--- config.mk ---
export PLATFORM = sky130hd
export DESIGN_NAME = sic_integrity_ctrl
export DESIGN_NICKNAME = d
export VERILOG_FILES = /design/src/sic_integrity_ctrl.v
export VERILOG_INCLUDE_DIRS = /design/src
export SDC_FILE = /design/constraint.sdc
export NUM_CORES = 1
export LEC_CHECK = 0
export BUFFER_PORTS_ARGS = -buffer_cell sky130_fd_sc_hd__clkbuf_2
export CAP_MARGIN = 25
export CORE_AREA = 2 2 54 76
export DETAILED_ROUTE_END_ITERATION = 16
export DIE_AREA = 0 0 56 78
export PLACE_DENSITY = 0.77
export RECOVER_POWER = 50
export SYNTH_ARGS = -nofsm -noshare
export SYNTH_HDL_FRONTEND = slang
export SYNTH_SLANG_ARGS = --single-unit
--- constraint.sdc ---
create_clock -name ref_clk_i -period 4.8 [get_ports ref_clk_i]
set_clock_uncertainty 0.2 [all_clocks]
set_input_delay 0.24 -clock ref_clk_i [delete_from_list [all_inputs] [get_ports ref_clk_i]]
set_output_delay 0.24 -clock ref_clk_i [all_outputs]
set_load 0.02 [all_outputs]
--- src/sic_regs.vh ---
// register offset, field positions, reset values and timing for the system integrity control block
// assumes a byte-wide register on a 32-bit avalon-mm word
`ifndef SIC_REGS_VH
`define SIC_REGS_VH

`define SIC_ADDR_W 4
`define SIC_OFS_CTRL_STATUS 4'h0
`define SIC_OFS_CONTROL 4'h4
`define SIC_BIT_WDG_RF 0
`define SIC_BIT_CG_DET 1
`define SIC_BIT_CG_IE 2
`define SIC_BIT_LV_RF 4
`define SIC_BIT_SW_FLAG 5
`define SIC_BIT_SW_IE 6
`define SIC_BIT_HALT 0
`define SIC_BIT_WAIT 1
`define SIC_CTRL_RESET 8'h00
`define SIC_CLK_PERIOD_PS 4000
`define SIC_READ_LAT_NS 4
`define SIC_READ_LAT_CYC ((`SIC_READ_LAT_NS * 1000 + `SIC_CLK_PERIOD_PS - 1) / `SIC_CLK_PERIOD_PS)

`endif

--- src/sic_integrity_ctrl.v ---
// system integrity control/status logic: supply warning, clock guard and reset-source flags
// assumes comparator, clock-loss and reset-cause inputs are asynchronous to ref_clk_i
`timescale 1ns/1ps
`include "sic_regs.vh"

module sic_integrity_ctrl
(
    input wire ref_clk_i,
    input wire arst_n_i,
    input wire [`SIC_ADDR_W-1:0] avs_address_i,
    input wire avs_read_i,
    input wire avs_write_i,
    input wire [31:0] avs_writedata_i,
    input wire [3:0] avs_byteenable_i,
    output reg [31:0] avs_readdata_o,
    output reg avs_waitrequest_o,
    output reg avs_response_err_o,
    input wire supply_warn_comp_i,
    input wire main_clk_lost_i,
    input wire lvd_option_en_i,
    input wire clock_guard_option_en_i,
    input wire lv_reset_event_i,
    input wire wdg_reset_event_i,
    input wire cpu_irq_masked_i,
    input wire supply_warn_irq_ack_i,
    input wire halt_exit_by_reset_i,
    output reg irq_o,
    output reg backup_osc_select_o,
    output reg clock_guard_enable_o,
    output reg halt_active_o
);

    // ****************************************
    // input synchronisers
    // ****************************************
    wire comp_s;
    wire lost_s;
    wire lvd_opt;
    wire cg_opt;
    wire lvr_s;
    wire wdr_s;
    wire hrst_s;

    sic_sync2 u_sync_comp
    (
        .ref_clk_i(ref_clk_i),
        .arst_n_i(arst_n_i),
        .async_i(supply_warn_comp_i),
        .sync_o(comp_s)
    );

    sic_sync2 u_sync_lost
    (
        .ref_clk_i(ref_clk_i),
        .arst_n_i(arst_n_i),
        .async_i(main_clk_lost_i),
        .sync_o(lost_s)
    );

    sic_sync2 u_sync_lvd_opt
    (
        .ref_clk_i(ref_clk_i),
        .arst_n_i(arst_n_i),
        .async_i(lvd_option_en_i),
        .sync_o(lvd_opt)
    );

    sic_sync2 u_sync_cg_opt
    (
        .ref_clk_i(ref_clk_i),
        .arst_n_i(arst_n_i),
        .async_i(clock_guard_option_en_i),
        .sync_o(cg_opt)
    );

    sic_sync2 u_sync_lvr
    (
        .ref_clk_i(ref_clk_i),
        .arst_n_i(arst_n_i),
        .async_i(lv_reset_event_i),
        .sync_o(lvr_s)
    );

    sic_sync2 u_sync_wdr
    (
        .ref_clk_i(ref_clk_i),
        .arst_n_i(arst_n_i),
        .async_i(wdg_reset_event_i),
        .sync_o(wdr_s)
    );

    sic_sync2 u_sync_hrst
    (
        .ref_clk_i(ref_clk_i),
        .arst_n_i(arst_n_i),
        .async_i(halt_exit_by_reset_i),
        .sync_o(hrst_s)
    );

    // ****************************************
    // bus decode
    // ****************************************
    localparam ST_IDLE = 2'b01;
    localparam ST_DONE = 2'b10;
    reg [1:0] state;
    wire req = (avs_read_i | avs_write_i) & (state == ST_IDLE);
    wire hit_cs = (avs_address_i == `SIC_OFS_CTRL_STATUS);
    wire hit_ctl = (avs_address_i == `SIC_OFS_CONTROL);
    wire wr_cs = req & avs_write_i & hit_cs & avs_byteenable_i[0];
    wire wr_ctl = req & avs_write_i & hit_ctl & avs_byteenable_i[0];
    wire rd_cs = req & avs_read_i & hit_cs;

    // ****************************************
    // registers and flags
    // ****************************************
    reg sw_ie;
    reg cg_ie;
    reg cg_det;
    reg lv_rf;
    reg wdg_rf;
    reg sw_flag_q;
    reg sw_pend;
    reg halt;
    reg wait_mode;
    reg cg_ie_saved;
    reg backup;
    wire sw_active = lvd_opt;
    wire sw_flag = sw_active & comp_s;
    wire cg_run = cg_opt & ~halt;
    wire cg_det_rd = cg_opt & cg_det;
    wire [7:0] cs_val = {1'b0, sw_ie, sw_flag, lv_rf, 1'b0, cg_ie, cg_det_rd, wdg_rf};

    // ****************************************
    // control bits and halt
    // ****************************************
    always @(posedge ref_clk_i or negedge arst_n_i)
    begin
        if (!arst_n_i)
        begin
            sw_ie <= 1'b0;
            cg_ie <= 1'b0;
            halt <= 1'b0;
            wait_mode <= 1'b0;
            cg_ie_saved <= 1'b0;
        end
        else
        begin
            // writes to bit 3 ignored, software keeps it zero
            if (wr_cs)
            begin
                sw_ie <= avs_writedata_i[`SIC_BIT_SW_IE];
                cg_ie <= avs_writedata_i[`SIC_BIT_CG_IE];
            end
            // wait has no effect on this block
            if (wr_ctl)
                wait_mode <= avs_writedata_i[`SIC_BIT_WAIT];
            if (wr_ctl & avs_writedata_i[`SIC_BIT_HALT] & ~halt)
            begin
                halt <= 1'b1;
                cg_ie_saved <= cg_ie;
            end
            else if (halt & hrst_s)
            begin
                halt <= 1'b0;
                sw_ie <= 1'b0;
                cg_ie <= 1'b0;
            end
            else if (wr_ctl & ~avs_writedata_i[`SIC_BIT_HALT] & halt)
            begin
                halt <= 1'b0;
                cg_ie <= cg_ie_saved;
            end
        end
    end

    // ****************************************
    // clock guard detection
    // ****************************************
    always @(posedge ref_clk_i or negedge arst_n_i)
    begin
        if (!arst_n_i)
        begin
            cg_det <= 1'b0;
            backup <= 1'b0;
        end
        else
        begin
            // backup clock follows loss while guard runs
            backup <= cg_run & lost_s;
            // set wins over read clear; read clear only once recovered
            if (cg_run & lost_s)
                cg_det <= 1'b1;
            else if ((halt & hrst_s) | (rd_cs & ~lost_s))
                cg_det <= 1'b0;
        end
    end

    // ****************************************
    // supply warning request
    // ****************************************
    always @(posedge ref_clk_i or negedge arst_n_i)
    begin
        if (!arst_n_i)
        begin
            sw_flag_q <= 1'b0;
            sw_pend <= 1'b0;
        end
        else
        begin
            sw_flag_q <= sw_flag;
            // toggle in either direction requests, service entry clears
            if (sw_ie & sw_active & (sw_flag != sw_flag_q))
                sw_pend <= 1'b1;
            else if (supply_warn_irq_ack_i)
                sw_pend <= 1'b0;
        end
    end

    // reset-source flags survive the block reset; only their events and writes move them
    always @(posedge ref_clk_i)
    begin
        if (lvr_s)
        begin
            lv_rf <= 1'b1;
            wdg_rf <= 1'b0;
        end
        else
        begin
            // pin or watchdog reset leave lv_rf alone
            if (wr_cs & ~avs_writedata_i[`SIC_BIT_LV_RF])
                lv_rf <= 1'b0;
            if (wdr_s)
                wdg_rf <= 1'b1;
            else if (wr_cs & ~avs_writedata_i[`SIC_BIT_WDG_RF])
                wdg_rf <= 1'b0;
        end
    end
    // wdg_rf meaningful only with low voltage option

    // ****************************************
    // interrupt request and outputs
    // ****************************************
    wire cg_req = cg_ie & cg_opt & cg_det;
    wire irq_next = ~cpu_irq_masked_i & (sw_pend | cg_req);
    always @(posedge ref_clk_i or negedge arst_n_i)
    begin
        if (!arst_n_i)
        begin
            irq_o <= 1'b0;
            backup_osc_select_o <= 1'b0;
            clock_guard_enable_o <= 1'b0;
            halt_active_o <= 1'b0;
        end
        else
        begin
            irq_o <= irq_next;
            backup_osc_select_o <= backup;
            clock_guard_enable_o <= cg_run;
            halt_active_o <= halt;
        end
    end

    // ****************************************
    // bus handshake: one wait cycle, answer stands one cycle
    // ****************************************
    always @(posedge ref_clk_i or negedge arst_n_i)
    begin
        if (!arst_n_i)
        begin
            state <= ST_IDLE;
            avs_readdata_o <= 32'h00000000;
            avs_waitrequest_o <= 1'b1;
            avs_response_err_o <= 1'b0;
        end
        else
        begin
            case (state)
                ST_IDLE:
                begin
                    if (req)
                    begin
                        state <= ST_DONE;
                        avs_waitrequest_o <= 1'b0;
                        avs_response_err_o <= ~(hit_cs | hit_ctl);
                        if (avs_read_i & hit_cs)
                            avs_readdata_o <= {24'h000000, cs_val};
                        else if (avs_read_i & hit_ctl)
                            avs_readdata_o <= {30'h00000000, wait_mode, halt};
                        else
                            avs_readdata_o <= 32'h00000000;
                    end
                end
                default:
                begin
                    state <= ST_IDLE;
                    avs_waitrequest_o <= 1'b1;
                    avs_response_err_o <= 1'b0;
                end
            endcase
        end
    end

endmodule // sic_integrity_ctrl

// ****************************************
// two-flop synchroniser
// ****************************************
module sic_sync2
#(
    parameter RESET_VAL = 1'b0
)
(
    input wire ref_clk_i,
    input wire arst_n_i,
    input wire async_i,
    output wire sync_o
);

    reg [1:0] stages;

    always @(posedge ref_clk_i or negedge arst_n_i)
    begin
        if (!arst_n_i)
        begin
            stages <= {2{RESET_VAL}};
        end
        else
        begin
            stages <= {stages[0], async_i};
        end
    end

    assign sync_o = stages[1];

endmodule // sic_sync2

Word level (Yosys, flattened, before mapping). Index checks and enable logic that the tools add are counted.

Flip-flop bits (word level): 65. Output and inout bits: 38. Input bits: 53.

Reduce and logical (&&, ||, !) cells: 6. Bitwise logic cells: 37. Equal/unequal tests: 4. Mux-type cells: 24.

Operators with widths (count): bitwise AND 1 bit (27); two-way mux 1 bit (20); two-way mux 7 bit (1); two-way mux 2 bit (3); NOT 1 bit (6); nonzero test 2 bit (3); equality test 4 x 3 -> 1 bit (second input constant) (1); zero test 4 bit (1); bitwise OR 1 bit (4); nonzero test 3 bit (1); equality test 2 x 1 -> 1 bit (second input constant) (1); != test 2 bit (second input constant) (1); AND reduction 2 bit (1); != test 1 bit (1).

Logic depth before layout (Yosys ltp). Gate-level depths: netlist (run 1).

Word-level depth: 10. Mapped depth: 4. Depth with buffers taken out: 3.

Hierarchy. Synthesis (run 1) repeated with hierarchy kept, for this count alone.

Cells, all modules: 124. Area, all modules: 1515.2 µm².

By module, submodules not included: sic_integrity_ctrl (cells an instance 110, area an instance 1164.9 µm², seq. area each 591.8 µm², times used 1); sic_sync2 (cells an instance 2, area an instance 50.0 µm², seq. area each 50.0 µm², times used 7).

Least setup slack after synthesis (run 1). Ideal clock, no wire load.

Kind: reg-to-reg. Start: register state[0]. End: register avs_readdata_o[0]. Arrival time: 1456 ps. Cell stages (with the launch flop): 5. Data required time: 4474 ps. Library setup time: 126 ps. Period minus slack after synthesis: 1782 ps. Path buffers: 1. Slack: 3018 ps. Cell sequence: dfstp_2 > nand2b_1 > or2_1 > buf_2 > a221o_1.

Word-level cells in the longest chain between the ends: 3.

Ends and longest elaborated chain: from (decl) (line sic_integrity_ctrl.v:105) `reg [1:0] state;`; from (signal assigned) (line sic_integrity_ctrl.v:270) `state <= ST_IDLE;`; from (signal assigned) (line sic_integrity_ctrl.v:282) `state <= ST_DONE;`; from (signal assigned) (line sic_integrity_ctrl.v:295) `state <= ST_IDLE;`; equality test 2 x 1 -> 1 bit * (line sic_integrity_ctrl.v:106, sic_integrity_ctrl.v:277); bitwise AND 1 bit (line sic_integrity_ctrl.v:106) `wire req = (avs_read_i | avs_write_i) & (state == ST_IDLE);`; AND reduction 2 bit (no source line) *; to (signal assigned) (line sic_integrity_ctrl.v:286) `avs_readdata_o <= {24'h000000, cs_val};`; to (signal assigned) (line sic_integrity_ctrl.v:288) `avs_readdata_o <= {30'h00000000, wait_mode, halt};`; to (decl) (line sic_integrity_ctrl.v:15) `output reg [31:0] avs_readdata_o,`.

Mark *: on every way between the ends. The rest lies on a longest branch, timed or not. A chain may end at the register's enable or synchronous reset.

==> impl_metrics.yaml, run 1 <==
run_status:
  outcome: "complete, but fails checks"
  violations: "max-capacitance violations, max-slew violations"
global_routing:
  antenna_found_initial: 0
  overflow: 0
  grt_pass1_vias: 1012
  use_met3_pct: 4.17
  grt_pass1_wl_um: 4510
  grt_use_met2_pct: 22.6
  grt_max_degree: 37
  met1_usage_pct: 15.7
  track_usage_pct: 13.9
  grt_most_used_layer: "met2"
clocking:
  path_clk_slew_ps: 70
  htree_levels: 2
  cts-root-buf: "clkbuf_8"
  clock_sinks: 38
  cts_buffers: 5
  cts_max_path_buffers: 2
  clk_latency_ps: 290
  tritoncts: "yes"
  cts.repair.resized: 0
place:
  port-buffer-count: 34
  hpwl_um: 1970
  dp_cells: 201
  finalWeightedCongestion: 0.838
floorplanning:
  dieArea_um2: 4370
  core_area_um2: 3640
  fp.dieH_um: 78
  ioPinCount: 91
  start_util_pct: 43.5
  rows: 26
  die_w_um: 56
setup_path:
  worstPathRequired_ps: 4650
  endpoint_kind: "asynchronous set/reset pin"
  r2r-start: "state[0]$_DFFE_PN1P_"
  rr_worst_depth: 3
  critPathLaunch: "arst_n_i"
  worstSetupEndpoint: "u_sync_lvd_opt.stages[1]$_DFF_PN0_"
  slowest_delay_ps: 1310
  cp_num_buf_inv: 2
  crit_type: "primary input to asynchronous set/reset pin"
  cp_cell_sequence: "dlygate4sd3_1 > clkbuf_1"
  rrSetupSlack_ps: 2880
  r2r_end: "avs_readdata_o[0]$_DFFE_PN0P_"
  cp_max_fo: 36
  arrival_ps: 2070
  crit_family: "buffers and inverters"
  cp_slowest_cell: "clkbuf_1"
  critPathLaunchType: "primary input"
  cp.depth: 2
sta:
  drv_slew: 37
  final-hold-violation-count: 0
  fin_tns_setup_ps: 0
  period_minus_slack_ps: 2230
  rsz0062_at_grt: "false"
  worst_pin_slew_ps: 1820
  fmax_ghz: 0.449
  setup_viol_count_final: 0
  finalCritPeriodShare_pct: 46.4
  relSlewSlack_pct: -21.4
drt:
  wl_per_cell_um: 12.5
  num_vias: 1046
  drc_errors: 0
  drtIter0Drc: 17
  dr.pass1.iters: 4
  drt-total-wl_um: 2770
  vias_per_cell: 4.73
  antenna_left: 0
logic_synthesis:
  synth.distinct_cells: 37
  async_flop_share_pct: 94.7
  synthCells: 129
  synth-edff-count: 0
  ys_warn_count: 0
  synth_area_um2: 1590
  avgSynthCellArea_um2: 12.3
  synth_seq_cells: 38
  synth_ff_type: "dfrtp_1"
  yosysSeqAreaShare_pct: 59.4
finish:
  fin_cells: 221
  fin_nets: 231
  drive_above_1_share_pct: 18.4
  num_antenna_cells: 0
  final_common_cell: "dfrtp_1"
  post-route-util_pct: 52.3
  largest_reg_flops: 6
  layout_common_cells: "35 x dfrtp_1, 26 x conb_1, 21 x clkbuf_2"
  largest-register: "avs_readdata_o"
  area_growth_pct: 20.1
pwr:
  p_leak_nw: 0.905
  vdd_ir_drop_max_v: 0.000390
  powerDensity_nw_per_um2: 432
flow_run:
  drv_cap: 1
hold_path:
  hold_class: "primary input to register"
[final cells by class]
class / instances / area [um^2]
Fill cell: 346 / 1740
Sequential cell: 38 / 942
Multi-Input combinational cell: 82 / 509
Timing Repair Buffer: 46 / 274
Clock buffer: 5 / 68.8
Tap cell: 42 / 52.6
Clock inverter: 3 / 40.0
Inverter: 5 / 18.8
[where the power goes]
group	leakage (nW)	internal (mW)	switching [mW]	total, mW
sequential	0.469	0.366	0.0294	0.396
combinational	0.379	0.0551	0.115	0.170
clock	0.0579	0.153	0.104	0.257
total	0.905	0.574	0.248	0.823
[how the worst min path moves through the flow]
stage | end | cells after the start | start | slack [ps]
5_1_grt | sw_ie$_DFF_PN0_ | 3 | avs_writedata_i[6] | 40
2_1_floorplan | avs_readdata_o[0]$_DFFE_PN0P_ | 0 | arst_n_i | -260
6_report | sw_ie$_DFF_PN0_ | 3 | avs_writedata_i[6] | 20
4_1_cts | sw_ie$_DFF_PN0_ | 3 | avs_writedata_i[6] | 10
3_5_place_dp | u_sync_cg_opt.stages[1]$_DFF_PN0_ | 0 | u_sync_cg_opt.stages[0]$_DFF_PN0_ | 140
3_3_place_gp | u_sync_lvr.stages[1]$_DFF_PN0_ | 0 | u_sync_lvr.stages[0]$_DFF_PN0_ | 130
[metrics by stage]
stage	power, mW	hold WS, ps	cell area, um^2	worst slack (ps)
final	0.823	24.3	1910	2570
after CTS	0.838	10.3	1920	2970
after floorplan	0.531	-256	1680	3020
after detailed placement	0.570	138	1690	2990
after global routing	0.869	44.4	1910	2070
after global placement	0.568	132	1690	2980
[timing repair]
item	4_1_cts	5_1_grt
buffers inserted	0	0
endpoints found under the hold margin	46	0
hold buffers	12	0
[synth_stat cells, types with 2 or more instances]
library cell  number  area (um^2)
dfrtp_1           35          876
buf_4             26          195
inv_1              5         18.8
a21oi_1            4         20.0
a22o_1             4         35.0
nand2_1            4         15.0
nand2b_1           4         25.0
o31ai_1            4         30.0
buf_2              3         15.0
nand3_1            3         15.0
nor3_1             3         15.0
nor4_1             3         18.8
and2_1             2         12.5
dfxtp_1            2         40.0
mux2_1             2         22.5
nand4b_1           2         17.5
nor2_1             2         7.51
o41ai_1            2         17.5
[cells by family after synthesis]
logic type | synth area share (%)
DFF | 59.4
muxes | 1.42
other | 0.236
and+or+nand+nor | 13.2
buffers and inverters | 14.4
AOI/OAI and AO/OA | 10.7
xor gates and xnor gates | 0.552
[metal layers]
metal | share of wire, % | vias up
li1 | - | 496
met5 | 0 | -
met2 | 54 | 40
met1 | 38 | 500
met3 | 5.6 | 10
met4 | 2.8 | 0
[worst reg2reg max path: stages, from the launching register on]
cell and delay, ps:
dfstp_1 560, nand2b_1 180, or2_0 440, a221o_1 420
Power figures use the tool's default switching activity.
==> run 2: changes to the inputs <==
CORE_AREA = 2 2 57 81   (was 2 2 54 76)
DIE_AREA = 0 0 59 83   (was 0 0 56 78)
PLACE_DENSITY = 0.72   (was 0.77)
clock period = 1.8 ns   (was 4.8 ns; I/O delays follow)
==> run 2 against run 1 <==
  * The run now ends clean
  * Final area rose by 7.1%
  * Non-clock buffer count rose by 14
  * Critical path depth rose by 3
  * Wire length rose by 5.1%
  * Via count rose by 4.4%
==> impl_metrics.yaml, run 2 (synthesis results as in run 1) <==
setup_path:
  critPathLaunchType: "primary input"
  crit_type: "primary input to register"
  rrSetupSlack_ps: 130
  critPathLaunch: "avs_address_i[3]"
  cp.depth: 5
  cp_cell_sequence: "dlygate4sd3_1 > clkbuf_2 > or3_1 > a211o_1 > a211oi_2"
  crit_family: "buffers and inverters"
  worstSetupEndpoint: "cg_ie$_DFF_PN0_"
  arrival_ps: 1730
  endpoint_kind: "register"
  worstPathRequired_ps: 1810
  slowest_delay_ps: 550
  r2r-start: "state[0]$_DFFE_PN1P_"
  cp_max_fo: 6
  cp_slowest_cell: "dlygate4sd3_1"
  rr_worst_depth: 3
  cp_num_buf_inv: 2
  r2r_end: "avs_readdata_o[0]$_DFFE_PN0P_"
place:
  port-buffer-count: 34
  place_area_um2: 1730
  finalWeightedCongestion: 0.851
  pre_cts_ws_ps: 125
  hpwl_um: 2010
  dp_cells: 209
floorplanning:
  rows: 28
  dieArea_um2: 4900
  die_w_um: 59
  fp.dieH_um: 83
  start_util_pct: 38.4
  core_area_um2: 4130
  ioPinCount: 91
finish:
  largest_reg_flops: 6
  design_area_um2: 2040
  fillerInstances: 379
  area_growth_pct: 28.6
  post-route-util_pct: 49.4
  num_antenna_cells: 0
  fin_nets: 245
  layout_common_cells: "35 x dfrtp_1, 35 x clkbuf_2, 26 x conb_1"
  fin_cells: 238
  largest-register: "avs_readdata_o"
  drive_above_1_share_pct: 26.9
drt:
  drtIter0Drc: 27
  vias_per_cell: 4.59
  wl_per_cell_um: 12.2
  drc_errors: 0
  num_vias: 1092
  antenna_left: 0
  dr.pass1.iters: 4
  drt-total-wl_um: 2910
clocking:
  path_clk_slew_ps: 80
  tritoncts: "yes"
  cts-root-buf: "clkbuf_8"
  clock_sinks: 38
  cts_max_path_buffers: 2
  cts_buffers: 5
  clk_latency_ps: 290
  htree_levels: 2
  cts_setup_buffers: 0
hold_path:
  hold_class: "primary input to register"
sta:
  hold-worst-slack_ps: 5.70
  worst_slack_ps: 77.3
  fin_tns_setup_ps: 0
  period_minus_slack_ps: 1720
  setup_viol_count_final: 0
  fmax_ghz: 0.580
  rsz0062_at_grt: "false"
  worst_pin_slew_ps: 869
  finalCritPeriodShare_pct: 95.7
  final-hold-violation-count: 0
  drv_slew: 0
  relSlewSlack_pct: 42.1
global_routing:
  grt_pass1_wl_um: 4820
  grt_max_degree: 37
  grt_most_used_layer: "met2"
  met1_usage_pct: 15.4
  overflow: 0
  grt_use_met2_pct: 20.9
  antenna_found_initial: 0
  grt_pass1_vias: 1020
  track_usage_pct: 13.3
  use_met3_pct: 5.14
flow_run:
  drv_cap: 0
pwr:
  p_leak_nw: 1.02
  vdd_ir_drop_max_v: 0.000513
  powerDensity_nw_per_um2: 1070
  p_total_mw: 2.19
run_status:
  outcome: "completed"
==> run 2: how the worst min path moves through the flow <==
stage,start,end,cells past startpoint
2_1_floorplan,arst_n_i,avs_readdata_o[0]$_DFFE_PN0P_,0
3_3_place_gp,arst_n_i,irq_o$_DFF_PN0_,2
3_5_place_dp,arst_n_i,irq_o$_DFF_PN0_,2
4_1_cts,avs_address_i[1],halt$_DFFE_PN0P_,4
5_1_grt,avs_address_i[1],halt$_DFFE_PN0P_,4
6_report,avs_address_i[1],halt$_DFFE_PN0P_,4
==> run 2: cell type report <==
| class | instances | area, um^2 | area share (%) |
|---|---|---|---|
| Sequential cell | 38 | 942 | 46.2 |
| Multi-Input combinational cell | 82 | 514 | 25.2 |
| Timing Repair Buffer | 60 | 414 | 20.3 |
| Clock buffer | 6 | 82.6 | 4.05 |
| Tap cell | 45 | 56.3 | 2.76 |
| Inverter | 5 | 18.8 | 0.920 |
| Clock inverter | 2 | 12.5 | 0.613 |
==> run 2: repair_timing <==
action	4_1_cts	5_1_grt
endpoints found under the hold margin	53	0
resized for setup	0	2
hold buffers	21	0
endpoints found under the setup margin	0	1
==> run 2: worst min-delay path: stages <==
cell and delay (ps):
clkbuf_2 120, nor3_2 50, nand3_1 120, a21oi_1 80
==> run 2: report_power, final <==
group	switching, mW	internal (mW)	total [mW]
Combinational	0.338	0.204	0.542
Clock	0.300	0.307	0.607
Sequential	0.0621	0.979	1.04
==> run 2: per-layer routing <==
layer,share of wire [%],wire (um)
met5,0,0
met4,3.2,93
met3,6.6,191
met2,52,1510
met1,38,1110
==> run 3: changes to the inputs <==
CORE_AREA = 2 2 55 77   (was 2 2 57 81)
DIE_AREA = 0 0 57 79   (was 0 0 59 83)
PLACE_DENSITY = 0.74   (was 0.72)
clock period = 1.85 ns   (was 1.8 ns; I/O delays follow)
==> run 3 against run 2 <==
  * Wire length increased by 2.7%
  * Largest power group unchanged
  * First-iteration DRC count decreased by 33%
  * Worst hold slack improved by 24 ps
  * Critical endpoint unchanged
  * Register-to-register slack got worse by 30 ps
==> impl_metrics.yaml, run 3 (synthesis results as in run 1) <==
sta:
  fmax_ghz: 0.571
  worst_pin_slew_ps: 840
  fin_tns_setup_ps: 0
  period_minus_slack_ps: 1750
  rsz0062_at_grt: "false"
  drv_slew: 0
  setup_viol_count_final: 0
  relSlewSlack_pct: 44.0
  final-hold-violation-count: 0
  finalCritPeriodShare_pct: 94.6
finish:
  num_antenna_cells: 0
  largest_reg_flops: 6
  layout_common_cells: "35 x dfrtp_1, 35 x clkbuf_2, 26 x conb_1"
  fin_nets: 243
  largest-register: "avs_readdata_o"
  area_growth_pct: 26.5
  fin_cells: 234
  drive_above_1_share_pct: 25.7
  fillerInstances: 351
  design_area_um2: 2010
global_routing:
  grt_pass1_vias: 1075
  grt_max_degree: 37
  grt_pass1_wl_um: 4840
  grt_most_used_layer: "met2"
  met1_usage_pct: 16.4
  grt_use_met2_pct: 23.6
  use_met3_pct: 4.40
  antenna_found_initial: 0
  track_usage_pct: 14.5
  overflow: 0
clocking:
  path_clk_slew_ps: 70
  tritoncts: "yes"
  htree_levels: 2
  cts_setup_buffers: 0
  clock_sinks: 38
  cts_buffers: 5
  clk_latency_ps: 290
  cts-root-buf: "clkbuf_8"
  cts_max_path_buffers: 2
pwr:
  p_leak_nw: 0.985
  clkPwrFrac_pct: 26.0
  vdd_ir_drop_max_v: 0.000785
  switching_share_pct: 32.0
  powerDensity_nw_per_um2: 1030
  pwr-share-comb_pct: 25.0
  switching_power_mw: 0.663
  p_int_mw: 1.41
  power_frac_seq_pct: 49.0
place:
  port-buffer-count: 34
  place_area_um2: 1720
  finalWeightedCongestion: 0.823
  dp_cells: 206
  hpwl_um: 1970
floorplanning:
  rows: 27
  fp.dieH_um: 79
  die_w_um: 57
  core_area_um2: 3850
  ioPinCount: 91
  start_util_pct: 41.2
  dieArea_um2: 4500
setup_path:
  endpoint_kind: "register"
  rrSetupSlack_ps: 100
  cp_slowest_cell: "dlygate4sd3_1"
  worstPathRequired_ps: 1820
  arrival_ps: 1720
  cp_cell_sequence: "dlygate4sd3_1 > clkbuf_2 > or4b_1 > o41ai_2 > a211oi_2"
  cp_max_fo: 4
  crit_type: "primary input to register"
  critPathLaunchType: "primary input"
  slowest_delay_ps: 540
flow_run:
  drv_cap: 0
drt:
  dr.pass1.iters: 4
  wl_per_cell_um: 12.8
  vias_per_cell: 4.76
  drtIter0Drc: 18
  drc_errors: 0
  num_vias: 1113
  drt-total-wl_um: 2990
  antenna_left: 0
hold_path:
  hold_class: "primary input to register"
run_status:
  outcome: "completed"
run 3: cell types whose count changed in the layout (fill, tap and decap cells not counted), sizes merged:
cell	change
buf	-1
clkbuf	+1
clkinv	-1
dlymetal6s4s	-1
run 3: layer usage:
metal / vias up / wire (um)
met5: - / 0
met3: 9 / 181
li1: 517 / -
met2: 48 / 1560
met1: 539 / 1160
met4: 0 / 85
run 3: final timing paths:
path	from	end	depth (start not counted)
worst min-delay path	avs_address_i[1]	halt$_DFFE_PN0P_	4
worst max-delay path	avs_address_i[3]	cg_ie$_DFF_PN0_	5
min in group asynchronous	arst_n_i	u_sync_comp.stages[0]$_DFF_PN0_	3
worst max register to register	state[0]$_DFFE_PN1P_	wdg_rf$_SDFFE_PP0P_	3
max in group asynchronous	arst_n_i	cg_ie_saved$_DFFE_PN0P_	3
worst min register to register	backup$_DFF_PN0_	backup_osc_select_o$_DFF_PN0_	0
run 3: layout make-up:
cell class	instances	area, um^2	share of cell area, %
multi-input combinational	82	514	25.6
tap	43	53.8	2.68
clock inverter	1	7.51	0.374
timing repair buffer	58	394	19.6
inverter	5	18.8	0.935
clock buffer	7	76.3	3.80
sequential	38	942	46.9
run 3: stage by stage:
stage	power (mW)	setup WS [ps]	hold WS (ps)	util [%]
detailed placement	1.52	124	-51.2	44.8
CTS	2.10	115	20.5	52.1
finish	2.07	99.3	29.4	52.1
global route	2.19	2.20	59.4	52.1
floorplan	1.38	68.1	-403	-
global placement	1.52	154	-52.1	44.8
run 3: power groups by stage:
| stage | Combinational, mW | Clock (mW) | Sequential, mW |
|---|---|---|---|
| final | 0.518 | 0.539 | 1.02 |
| after global routing | 0.563 | 0.593 | 1.03 |
| after CTS | 0.524 | 0.557 | 1.02 |
| after detailed placement | 0.490 | 0 | 1.03 |
| after global placement | 0.486 | 0 | 1.03 |
| after floorplan | 0.291 | 0 | 1.09 |
run 3: repair_timing:
item | in CTS | in global routing
resized for setup | 0 | 1
hold buffers | 20 | 0
hold endpoints to repair | 53 | 0
endpoints found under the setup margin | 0 | 1
run 3: critical path, delay by kind of cell:
kind                   cells  cell delay [ps]
AO/OA/AOI/OAI              2              420
buffers and inverters      2              670
AND/OR/NAND/NOR            1              540
